### src/shared/tmr_pkg.sv
// constants, register map and carrier types of the 16-bit capture/compare timer
package tmr_pkg;

	// ==================================================
	// register offsets (byte addresses on the i/o port)
	localparam logic [7:0] OFS_FLAGS  = 8'h36;
	localparam logic [7:0] OFS_MASK   = 8'h6f;
	localparam logic [7:0] OFS_CTRL_A = 8'h80;
	localparam logic [7:0] OFS_CTRL_B = 8'h81;
	localparam logic [7:0] OFS_CTRL_C = 8'h82;
	localparam logic [7:0] OFS_CNT_L  = 8'h84;
	localparam logic [7:0] OFS_CNT_H  = 8'h85;
	localparam logic [7:0] OFS_CAP_L  = 8'h86;
	localparam logic [7:0] OFS_CAP_H  = 8'h87;
	localparam logic [7:0] OFS_CMPA_L = 8'h88;
	localparam logic [7:0] OFS_CMPA_H = 8'h89;
	localparam logic [7:0] OFS_CMPB_L = 8'h8a;
	localparam logic [7:0] OFS_CMPB_H = 8'h8b;

	// ==================================================
	// field positions and masks
	localparam int B_CAP      = 5;
	localparam int B_CMPB     = 2;
	localparam int B_CMPA     = 1;
	localparam int B_OVF      = 0;
	localparam logic [7:0] IRQ_BITS   = 8'h27;
	localparam int B_NOISE    = 7;
	localparam int B_EDGE     = 6;
	localparam logic [7:0] CTRL_B_WMASK = 8'hdf;
	localparam int B_FORCE_A  = 7;
	localparam int B_FORCE_B  = 6;
	localparam logic [7:0] RESET_BYTE = 8'h00;

	// ==================================================
	// clock select codes and prescaler taps
	localparam logic [2:0] CS_STOP    = 3'h0;
	localparam logic [2:0] CS_DIV1    = 3'h1;
	localparam logic [2:0] CS_DIV8    = 3'h2;
	localparam logic [2:0] CS_DIV64   = 3'h3;
	localparam logic [2:0] CS_DIV256  = 3'h4;
	localparam logic [2:0] CS_DIV1024 = 3'h5;
	localparam logic [2:0] CS_EXT_FALL = 3'h6;
	localparam logic [2:0] CS_EXT_RISE = 3'h7;
	localparam int PRESC_W  = 10;
	localparam int TAP8     = 3;
	localparam int TAP64    = 6;
	localparam int TAP256   = 8;
	localparam int TAP1024  = 10;

	// ==================================================
	// counter limits and filter length
	localparam logic [15:0] TOP_MAX   = 16'hffff;
	localparam logic [15:0] TOP_8BIT  = 16'h00ff;
	localparam logic [15:0] TOP_9BIT  = 16'h01ff;
	localparam logic [15:0] TOP_10BIT = 16'h03ff;
	localparam logic [15:0] BOTTOM    = 16'h0000;
	localparam int FILT_SAMPLES = 4;

	// ==================================================
	// waveform modes
	typedef enum logic [3:0] {
		WM_NORMAL    = 4'b0000,
		WM_PC8       = 4'b0001,
		WM_PC9       = 4'b0010,
		WM_PC10      = 4'b0011,
		WM_CTC_A     = 4'b0100,
		WM_FAST8     = 4'b0101,
		WM_FAST9     = 4'b0110,
		WM_FAST10    = 4'b0111,
		WM_PFC_CAP   = 4'b1000,
		WM_PFC_A     = 4'b1001,
		WM_PC_CAP    = 4'b1010,
		WM_PC_A      = 4'b1011,
		WM_CTC_CAP   = 4'b1100,
		WM_RESERVED  = 4'b1101,
		WM_FAST_CAP  = 4'b1110,
		WM_FAST_A    = 4'b1111
	} tmr_wgm_t;

	// ==================================================
	// carriers
	typedef struct packed {
		logic       wr;
		logic       rd;
		logic [7:0] addr;
		logic [7:0] wdata;
	} tmr_cpu_req_t;

	typedef struct packed {
		logic [7:0]         ctrl_a;
		logic [7:0]         ctrl_b;
		logic [7:0]         mask;
		logic [7:0]         flags;
		logic [15:0]        cnt;
		logic [15:0]        cmpa;
		logic [15:0]        cmpb;
		logic [15:0]        cap;
		logic [7:0]         temp;
		logic [PRESC_W-1:0] presc;
		logic               dir_down;
		logic               block;
		logic               cap_s1;
		logic               cap_s2;
		logic               acmp_s1;
		logic               acmp_s2;
		logic               t_s1;
		logic               t_s2;
		logic               t_prev;
		logic [FILT_SAMPLES-1:0] hist;
		logic               filt;
		logic               cap_prev;
		logic               wave_a;
		logic               wave_b;
		logic [7:0]         rdata;
		logic [3:0]         irq;
	} tmr_state_t;

endpackage : tmr_pkg

### src/hdl/tmr_timer16.sv
// 16-bit timer with input capture, two compare channels and byte register port
`timescale 1ns/1ps
`default_nettype none
// What this block does
// - with filter on, capture level changes only after four equal samples
// - edge select zero captures on falling edge, one on rising edge
// - capture copies counter into capture register and sets capture flag
// - modes using capture register as top disable capture events
// - clock select picks stop, divide 1/8/64/256/1024, or count pin edge
// - count pin edges advance counter even when pin is an output
// - force bits in non-pwm modes apply a compare match to the output
// - force strobes raise no flag, never clear counter, read zero
// - counter accessed as two bytes through shared high-byte latch
// - counter write suppresses compare match on the next timer tick
// - compare registers continuously compared, matches drive flags and outputs
// - capture source is pin or comparator; capture register may be top
// - mask bits: capture 5, compare b 2, compare a 1, overflow 0
// - request raised only when enable, global enable and flag all set
// - unused mask bits 7,6,4,3 read zero
// - flags clear on service acknowledge or by writing one
// - compare flag set on tick after equality, never by force
// - waveform mode chooses count sequence, top source and wave type
module tmr_timer16 (
	// clock and reset
	input  wire logic                  clk_sys_in,
	input  wire logic                  rst_n_in,
	// cpu byte port
	input  wire tmr_pkg::tmr_cpu_req_t cpu_in,
	output logic [7:0]                 cpu_rdata_out,
	// interrupt handshake
	input  wire logic                  gie_in,
	input  wire logic [3:0]            irq_ack_in,
	output logic [3:0]                 irq_out,
	// pins and comparator
	input  wire logic                  capture_input_pin_in,
	input  wire logic                  comparator_out_in,
	input  wire logic                  capture_from_comparator_in,
	input  wire logic                  count_input_pin_in,
	output logic                       wave_out_a_out,
	output logic                       wave_out_b_out
);

	tmr_pkg::tmr_state_t s_q;
	tmr_pkg::tmr_state_t s_d;

	// ==================================================
	// compare output unit
	function automatic logic wave_next(
		input logic       w,
		input logic [1:0] com,
		input logic       m,
		input logic       f,
		input logic       bot,
		input logic       tog_ok,
		input logic       non_pwm,
		input logic       fast,
		input logic       down
	);
		logic r;
		r = w;
		if (non_pwm) begin
			if (m | f) begin
				case (com)
					2'b01:   r = ~w;
					2'b10:   r = 1'b0;
					2'b11:   r = 1'b1;
					default: r = w;
				endcase
			end
		end else if (com[1]) begin
			if (m)
				r = (fast | ~down) ? com[0] : ~com[0];
			// bottom update last: a match at top is overridden here
			if (fast & bot)
				r = ~com[0];
		end else if (com[0] & tog_ok & m) begin
			r = ~w;
		end
		return r;
	endfunction : wave_next

	// ==================================================
	// next state
	tmr_pkg::tmr_wgm_t wgm;
	logic [2:0]  cs;
	logic [15:0] top;
	logic        cap_top;
	logic        non_pwm;
	logic        fast;
	logic        tog_a;
	logic        tick;
	logic        cap_src;
	logic        cap_lvl;
	logic        cap_ev;
	logic        at_top;
	logic        match_a;
	logic        match_b;
	logic        bot;
	logic        force_a;
	logic        force_b;
	logic [7:0]  setv;
	logic [7:0]  clrv;
	logic        wr;

	always_comb begin
		s_d = s_q;
		wgm = tmr_pkg::tmr_wgm_t'({s_q.ctrl_b[4:3], s_q.ctrl_a[1:0]});
		cs = s_q.ctrl_b[2:0];
		top = tmr_pkg::TOP_MAX;
		cap_top = 1'b0;
		non_pwm = 1'b0;
		fast = 1'b0;
		tog_a = 1'b0;
		setv = tmr_pkg::RESET_BYTE;
		clrv = tmr_pkg::RESET_BYTE;
		wr = cpu_in.wr;
		case (wgm)
			tmr_pkg::WM_NORMAL:   non_pwm = 1'b1;
			tmr_pkg::WM_PC8:      top = tmr_pkg::TOP_8BIT;
			tmr_pkg::WM_PC9:      top = tmr_pkg::TOP_9BIT;
			tmr_pkg::WM_PC10:     top = tmr_pkg::TOP_10BIT;
			tmr_pkg::WM_CTC_A: begin
				top = s_q.cmpa;
				non_pwm = 1'b1;
			end
			tmr_pkg::WM_FAST8: begin
				top = tmr_pkg::TOP_8BIT;
				fast = 1'b1;
			end
			tmr_pkg::WM_FAST9: begin
				top = tmr_pkg::TOP_9BIT;
				fast = 1'b1;
			end
			tmr_pkg::WM_FAST10: begin
				top = tmr_pkg::TOP_10BIT;
				fast = 1'b1;
			end
			tmr_pkg::WM_PFC_CAP,
			tmr_pkg::WM_PC_CAP: begin
				top = s_q.cap;
				cap_top = 1'b1;
			end
			tmr_pkg::WM_PFC_A,
			tmr_pkg::WM_PC_A: begin
				top = s_q.cmpa;
				tog_a = 1'b1;
			end
			tmr_pkg::WM_CTC_CAP: begin
				top = s_q.cap;
				cap_top = 1'b1;
				non_pwm = 1'b1;
			end
			tmr_pkg::WM_FAST_CAP: begin
				top = s_q.cap;
				cap_top = 1'b1;
				fast = 1'b1;
			end
			tmr_pkg::WM_FAST_A: begin
				top = s_q.cmpa;
				fast = 1'b1;
				tog_a = 1'b1;
			end
			default:              non_pwm = 1'b1;
		endcase

		// pin synchronisers; pins may toggle at any time
		s_d.cap_s1 = capture_input_pin_in;
		s_d.cap_s2 = s_q.cap_s1;
		s_d.acmp_s1 = comparator_out_in;
		s_d.acmp_s2 = s_q.acmp_s1;
		s_d.t_s1 = count_input_pin_in;
		s_d.t_s2 = s_q.t_s1;
		s_d.t_prev = s_q.t_s2;

		// free-running prescaler
		s_d.presc = s_q.presc + 10'h001;
		case (cs)
			tmr_pkg::CS_DIV1:     tick = 1'b1;
			tmr_pkg::CS_DIV8:     tick = &s_q.presc[tmr_pkg::TAP8-1:0];
			tmr_pkg::CS_DIV64:    tick = &s_q.presc[tmr_pkg::TAP64-1:0];
			tmr_pkg::CS_DIV256:   tick = &s_q.presc[tmr_pkg::TAP256-1:0];
			tmr_pkg::CS_DIV1024:  tick = &s_q.presc[tmr_pkg::TAP1024-1:0];
			tmr_pkg::CS_EXT_FALL: tick = s_q.t_prev & ~s_q.t_s2;
			tmr_pkg::CS_EXT_RISE: tick = s_q.t_s2 & ~s_q.t_prev;
			default:              tick = 1'b0;
		endcase

		// capture path
		cap_src = capture_from_comparator_in ? s_q.acmp_s2 : s_q.cap_s2;
		s_d.hist = {s_q.hist[tmr_pkg::FILT_SAMPLES-2:0], cap_src};
		if (&s_d.hist)
			s_d.filt = 1'b1;
		else if (~|s_d.hist)
			s_d.filt = 1'b0;
		cap_lvl = s_q.ctrl_b[tmr_pkg::B_NOISE] ? s_q.filt : cap_src;
		s_d.cap_prev = cap_lvl;
		cap_ev = s_q.ctrl_b[tmr_pkg::B_EDGE] ? (cap_lvl & ~s_q.cap_prev)
			: (~cap_lvl & s_q.cap_prev);
		cap_ev = cap_ev & ~cap_top;
		if (cap_ev) begin
			s_d.cap = s_q.cnt;
			setv[tmr_pkg::B_CAP] = 1'b1;
		end

		// counter and compare
		at_top = (s_q.cnt == top);
		match_a = tick & ~s_q.block & (s_q.cnt == s_q.cmpa);
		match_b = tick & ~s_q.block & (s_q.cnt == s_q.cmpb);
		bot = tick & at_top;
		setv[tmr_pkg::B_CMPA] = match_a;
		setv[tmr_pkg::B_CMPB] = match_b;
		if (tick) begin
			s_d.block = 1'b0;
			if (cap_top & at_top)
				setv[tmr_pkg::B_CAP] = 1'b1;
			if (!non_pwm && !fast) begin
				if (!s_q.dir_down) begin
					if (at_top) begin
						s_d.dir_down = 1'b1;
						s_d.cnt = s_q.cnt - 16'h0001;
					end else begin
						s_d.cnt = s_q.cnt + 16'h0001;
					end
				end else if (s_q.cnt == tmr_pkg::BOTTOM) begin
					s_d.dir_down = 1'b0;
					s_d.cnt = s_q.cnt + 16'h0001;
					setv[tmr_pkg::B_OVF] = 1'b1;
				end else begin
					s_d.cnt = s_q.cnt - 16'h0001;
				end
			end else begin
				s_d.dir_down = 1'b0;
				s_d.cnt = at_top ? tmr_pkg::BOTTOM : s_q.cnt + 16'h0001;
				if (fast ? at_top : (s_q.cnt == tmr_pkg::TOP_MAX))
					setv[tmr_pkg::B_OVF] = 1'b1;
			end
		end

		// force strobes touch only the outputs, never flags or counter
		force_a = wr & (cpu_in.addr == tmr_pkg::OFS_CTRL_C) & cpu_in.wdata[tmr_pkg::B_FORCE_A];
		force_b = wr & (cpu_in.addr == tmr_pkg::OFS_CTRL_C) & cpu_in.wdata[tmr_pkg::B_FORCE_B];
		s_d.wave_a = wave_next(s_q.wave_a, s_q.ctrl_a[7:6], match_a, force_a, bot,
			tog_a, non_pwm, fast, s_q.dir_down);
		s_d.wave_b = wave_next(s_q.wave_b, s_q.ctrl_a[5:4], match_b, force_b, bot,
			1'b0, non_pwm, fast, s_q.dir_down);

		// cpu writes
		if (wr) begin
			case (cpu_in.addr)
				tmr_pkg::OFS_FLAGS:  clrv = cpu_in.wdata & tmr_pkg::IRQ_BITS;
				tmr_pkg::OFS_MASK:   s_d.mask = cpu_in.wdata & tmr_pkg::IRQ_BITS;
				tmr_pkg::OFS_CTRL_A: s_d.ctrl_a = cpu_in.wdata;
				tmr_pkg::OFS_CTRL_B: s_d.ctrl_b = cpu_in.wdata & tmr_pkg::CTRL_B_WMASK;
				tmr_pkg::OFS_CNT_L: begin
					s_d.cnt = {s_q.temp, cpu_in.wdata};
					s_d.block = 1'b1;
				end
				tmr_pkg::OFS_CAP_L:  s_d.cap = {s_q.temp, cpu_in.wdata};
				tmr_pkg::OFS_CMPA_L: s_d.cmpa = {s_q.temp, cpu_in.wdata};
				tmr_pkg::OFS_CMPB_L: s_d.cmpb = {s_q.temp, cpu_in.wdata};
				tmr_pkg::OFS_CNT_H,
				tmr_pkg::OFS_CAP_H,
				tmr_pkg::OFS_CMPA_H,
				tmr_pkg::OFS_CMPB_H: s_d.temp = cpu_in.wdata;
				default:             s_d.temp = s_q.temp;
			endcase
		end

		// flags: a set in the same cycle beats the clear
		clrv[tmr_pkg::B_CAP]  = clrv[tmr_pkg::B_CAP] | irq_ack_in[3];
		clrv[tmr_pkg::B_CMPB] = clrv[tmr_pkg::B_CMPB] | irq_ack_in[2];
		clrv[tmr_pkg::B_CMPA] = clrv[tmr_pkg::B_CMPA] | irq_ack_in[1];
		clrv[tmr_pkg::B_OVF]  = clrv[tmr_pkg::B_OVF] | irq_ack_in[0];
		s_d.flags = ((s_q.flags & ~clrv) | setv) & tmr_pkg::IRQ_BITS;

		// cpu reads, answered on the following cycle
		if (cpu_in.rd) begin
			case (cpu_in.addr)
				tmr_pkg::OFS_FLAGS:  s_d.rdata = s_q.flags;
				tmr_pkg::OFS_MASK:   s_d.rdata = s_q.mask;
				tmr_pkg::OFS_CTRL_A: s_d.rdata = s_q.ctrl_a;
				tmr_pkg::OFS_CTRL_B: s_d.rdata = s_q.ctrl_b;
				tmr_pkg::OFS_CNT_L: begin
					s_d.rdata = s_q.cnt[7:0];
					s_d.temp = s_q.cnt[15:8];
				end
				tmr_pkg::OFS_CAP_L: begin
					s_d.rdata = s_q.cap[7:0];
					s_d.temp = s_q.cap[15:8];
				end
				tmr_pkg::OFS_CNT_H,
				tmr_pkg::OFS_CAP_H:  s_d.rdata = s_q.temp;
				tmr_pkg::OFS_CMPA_L: s_d.rdata = s_q.cmpa[7:0];
				tmr_pkg::OFS_CMPA_H: s_d.rdata = s_q.cmpa[15:8];
				tmr_pkg::OFS_CMPB_L: s_d.rdata = s_q.cmpb[7:0];
				tmr_pkg::OFS_CMPB_H: s_d.rdata = s_q.cmpb[15:8];
				default:             s_d.rdata = tmr_pkg::RESET_BYTE;
			endcase
		end

		// requests follow the registered flags
		s_d.irq = {s_q.flags[tmr_pkg::B_CAP], s_q.flags[tmr_pkg::B_CMPB],
			s_q.flags[tmr_pkg::B_CMPA], s_q.flags[tmr_pkg::B_OVF]}
			& {s_q.mask[tmr_pkg::B_CAP], s_q.mask[tmr_pkg::B_CMPB],
			s_q.mask[tmr_pkg::B_CMPA], s_q.mask[tmr_pkg::B_OVF]}
			& {4{gie_in}};
	end

	// ==================================================
	// state register
	always_ff @(posedge clk_sys_in or negedge rst_n_in) begin
		if (!rst_n_in)
			s_q <= '0;
		else
			s_q <= s_d;
	end

	assign cpu_rdata_out  = s_q.rdata;
	assign irq_out        = s_q.irq;
	assign wave_out_a_out = s_q.wave_a;
	assign wave_out_b_out = s_q.wave_b;

endmodule : tmr_timer16
`default_nettype wire

### config.mk
export PLATFORM = sky130hd
export DESIGN_NAME = tmr_timer16
export DESIGN_NICKNAME = d
export VERILOG_FILES = /design/src/shared/tmr_pkg.sv /design/src/hdl/tmr_timer16.sv
export SDC_FILE = /design/constraint.sdc
export NUM_CORES = 1
export LEC_CHECK = 0
export BUFFER_PORTS_ARGS = -buffer_cell sky130_fd_sc_hd__buf_2
export CORE_MARGIN = 1.5
export CORE_UTILIZATION = 45
export CTS_CLUSTER_DIAMETER = 30
export DETAILED_ROUTE_END_ITERATION = 6
export GPL_TIMING_DRIVEN = 0
export HOLD_SLACK_MARGIN = 0.12
export SYNTH_ARGS = -nofsm -noshare
export SYNTH_HDL_FRONTEND = slang
export SYNTH_SLANG_ARGS = --single-unit
### constraint.sdc
create_clock -name clk_sys_in -period 4 [get_ports clk_sys_in]
set_input_delay 0.6 -clock clk_sys_in [delete_from_list [all_inputs] [get_ports clk_sys_in]]
set_output_delay 0.6 -clock clk_sys_in [all_outputs]
set_load 0.05 [all_outputs]
==> metrics.cfg <==
[run_status]
status=complete, no violations

[synthesis]
synth_edf_count=0
synth.area.top_cells=dfrtp_1, mux2_2, xor2_1, a21oi_1, nor2_1
synth_nets=975
synth_commonest_cells=dfrtp_1, nor2_1, a21oi_1, nand2_1, mux2_2
yosysWarnings=0
synth.largest_area_cell=dfrtp_1
seq_area_frac_synth=0.388
yosys.area.top_type_share=0.388
synthCells=939
synth_cell_type_count=70
synth_most_common_cell=dfrtp_1
synthesis.area_mm2=0.00857
synth-seq-cells=133
synth_ff_type=dfrtp_1
avgSynthCellArea_um2=9.13
async_reset_ff_frac=1.00

[floorplan]
core_area_mm2=0.0187
rows=50
die-area_mm2=0.0199
start_util=0.458
die_width_um=141
die_y_um=141
io_pins=43

[worst_setup_path]
critPathBufInv=3
critPathKind=reg2reg
cp.arrival_ns=3.98
crit_slowest_cell=clkbuf_1
cp_cell_sequence=buf_2 -> buf_2 -> clkbuf_1 -> o22ai_1 -> and3_1 -> nor2_1 -> nor4b_1 -> nand4_1 -> o21bai_2 -> a21oi_1 -> a221o_1
cpLargestDelayFamily=compound AO/OA/AOI/OAI gates
cp_max_fo=10
end_kind=register
cp_common_cell=buf_2
cp-start-kind=register
cp.required_ns=4.31
crit_path_max_incr_delay_ns=0.46

[clock_tree]
ctsRootBufferMaster=clkbuf_16
clk_pin_slew_ns=0.06
clk_latency_ns=0.44
cts-htree-levels=4
cts_setup_buffers=0
numClockSinks=133
cts_tree=built
numCtsBuffers=17
clk_path_buf_depth=2

[cells_and_area]
nets=1031
final_core_util=0.516
fill_cells=1806
area_delta_synth_final_pct=12.6
drive_gt1_frac=0.163
stdcell_count=1242
multi_input_comb_area_mm2=0.00480
seq_area_mm2=0.00333
diodes=0

[timing]
fin_crit_sh=0.918
setup_violations=0
rsz0062_at_grt=false
finClkSkew_ns=0.0123
relSlewSlack=0.208
hold_viol_final=0
fmax_mhz=272
min_period_ns=3.67
maxSlewViolCount=0
final.setup.tns_ns=0
worst_pin_slew_ns=1.19

[power]
intPower_mw=2.84
swShare=0.381
p_clk_frac=0.331
ir_drop_uv=353
power_density_mw_per_mm2=475
comb_power_share=0.289
p_sw_mw=1.75
report.power.total_mw=4.58
p_seq_frac=0.380
p_leak_nw=4.27

[placed_design]
place_inst=1210
placement.io_buffers=36
dp.final_hpwl_um=22500
place.gp.congestion=0.994

[route]
wl_per_cell_um=24.4
via_count=7794
vias_per_cell=6.28
drtAntennaViolNets=0
drt_iter0_markers=1005
drcViolationCount=0
wirelength_um=30300
dr.pass1.iters=5

[global_routing]
grt_overflow=0
grt_pass1_wl_um=45800
antenna_found_initial=0
grt_pass1_vias=7269
grt_use_total=0.315
grt_max_degree=81

[job]
drv_cap=0

[hold_path]
hold_path.class=in2async

registers in the layout (all words and copies together) (netlist names):
signal	cells
irq_out	4
wave_out_a_out	1
s_d	7
wave_out_b_out	1
s_q	109
cs	3
cpu_rdata_out	8
cell type report:
class,instances,share of cell area
multi-input cells,703,0.497
flip-flops and latches,133,0.345
clock buffers,18,0.0445
plain buffers,76,0.0364
well taps,234,0.0303
repair buffers,37,0.0222
clock inverters,14,0.0140
inverters,27,0.0105
logic make-up after synthesis:
| family | Yosys count | synth area share |
|---|---|---|
| compound gates | 224 | 0.166 |
| xor+xnor | 67 | 0.0685 |
| fa+ha+maj | 7 | 0.0102 |
| buf+inv | 103 | 0.0529 |
| flops | 133 | 0.388 |
| mux | 90 | 0.125 |
| simple gates | 315 | 0.189 |
final timing paths:
kind	from	to	slack, ns	cells after the start
setup / recovery	s_q[135]$_DFFE_PN0P_	s_q[110]$_DFF_PN0_	0.33	11
hold / removal	rst_n_in	irq_out[3]$_DFF_PN0_	0.13	1
setup reg to reg	s_q[135]$_DFFE_PN0P_	s_q[110]$_DFF_PN0_	0.33	11
hold reg to reg	s_d[23]$_DFF_PN0_	s_q[23]$_DFF_PN0_	0.36	0
max in group asynchronous	rst_n_in	s_q[57]$_DFF_PN0_	3.09	2
min in group clk_sys_in	comparator_out_in	s_d[23]$_DFF_PN0_	0.27	1
metrics by stage:
step | instance area, um2 | hold WS (ns) | worst slack, ns
4_1_cts | 9640 | 0.145 | 0.285
2_1_floorplan | 8570 | 0.304 | 1.01
3_3_place_gp | 9040 | 0.333 | 0.281
5_1_grt | 9650 | 0.173 | 0.0415
3_5_place_dp | 9080 | 0.337 | 0.302
6_report | 9650 | 0.129 | 0.327
power groups by stage:
stage          sequential [mW]  combinational, mW  clock (mW)
2_1_floorplan             1.64              0.934           0
3_3_place_gp              1.75               1.28           0
3_5_place_dp              1.75               1.29           0
4_1_cts                   1.73               1.30        1.54
5_1_grt                   1.75               1.44        1.59
6_report                  1.74               1.32        1.52
cells in the final DEF, fill, tap and decap left out, drive strengths merged, types with 5 or more instances in the layout:
| cell type | n |
|---|---|
| a22oi | 10 |
| and2 | 7 |
| inv | 35 |
| nor2b | 16 |
| o22ai | 16 |
| nor2 | 82 |
| nor4b | 6 |
| xor2 | 41 |
| nor3b | 5 |
| clkbuf | 63 |
| nor4 | 18 |
| nand2 | 66 |
| a211oi | 18 |
| nand4 | 9 |
| xnor2 | 26 |
| nor3 | 20 |
| mux4 | 8 |
| and3 | 20 |
| nand2b | 13 |
| mux2i | 29 |
| o21ai | 54 |
| a21oi | 68 |
| a222oi | 5 |
| a221oi | 6 |
| nand3 | 25 |
| dfrtp | 133 |
| mux2 | 53 |
| ha | 7 |
| a311oi | 5 |
| buf | 68 |
| nand3b | 7 |
layer usage:
metal	up-vias	routed length, um	GRT usage
met5	-	0	0
met4	0	1020	0.127
met3	47	2630	0.0628
met2	367	13400	0.475
met1	3871	13300	0.444
li1	3509	-	-
repair_timing:
action,CTS,global route
endpoints found under the setup margin,0,2
hold buffers,0,0
resized for setup,0,1
(Power assumes the default switching activity.)
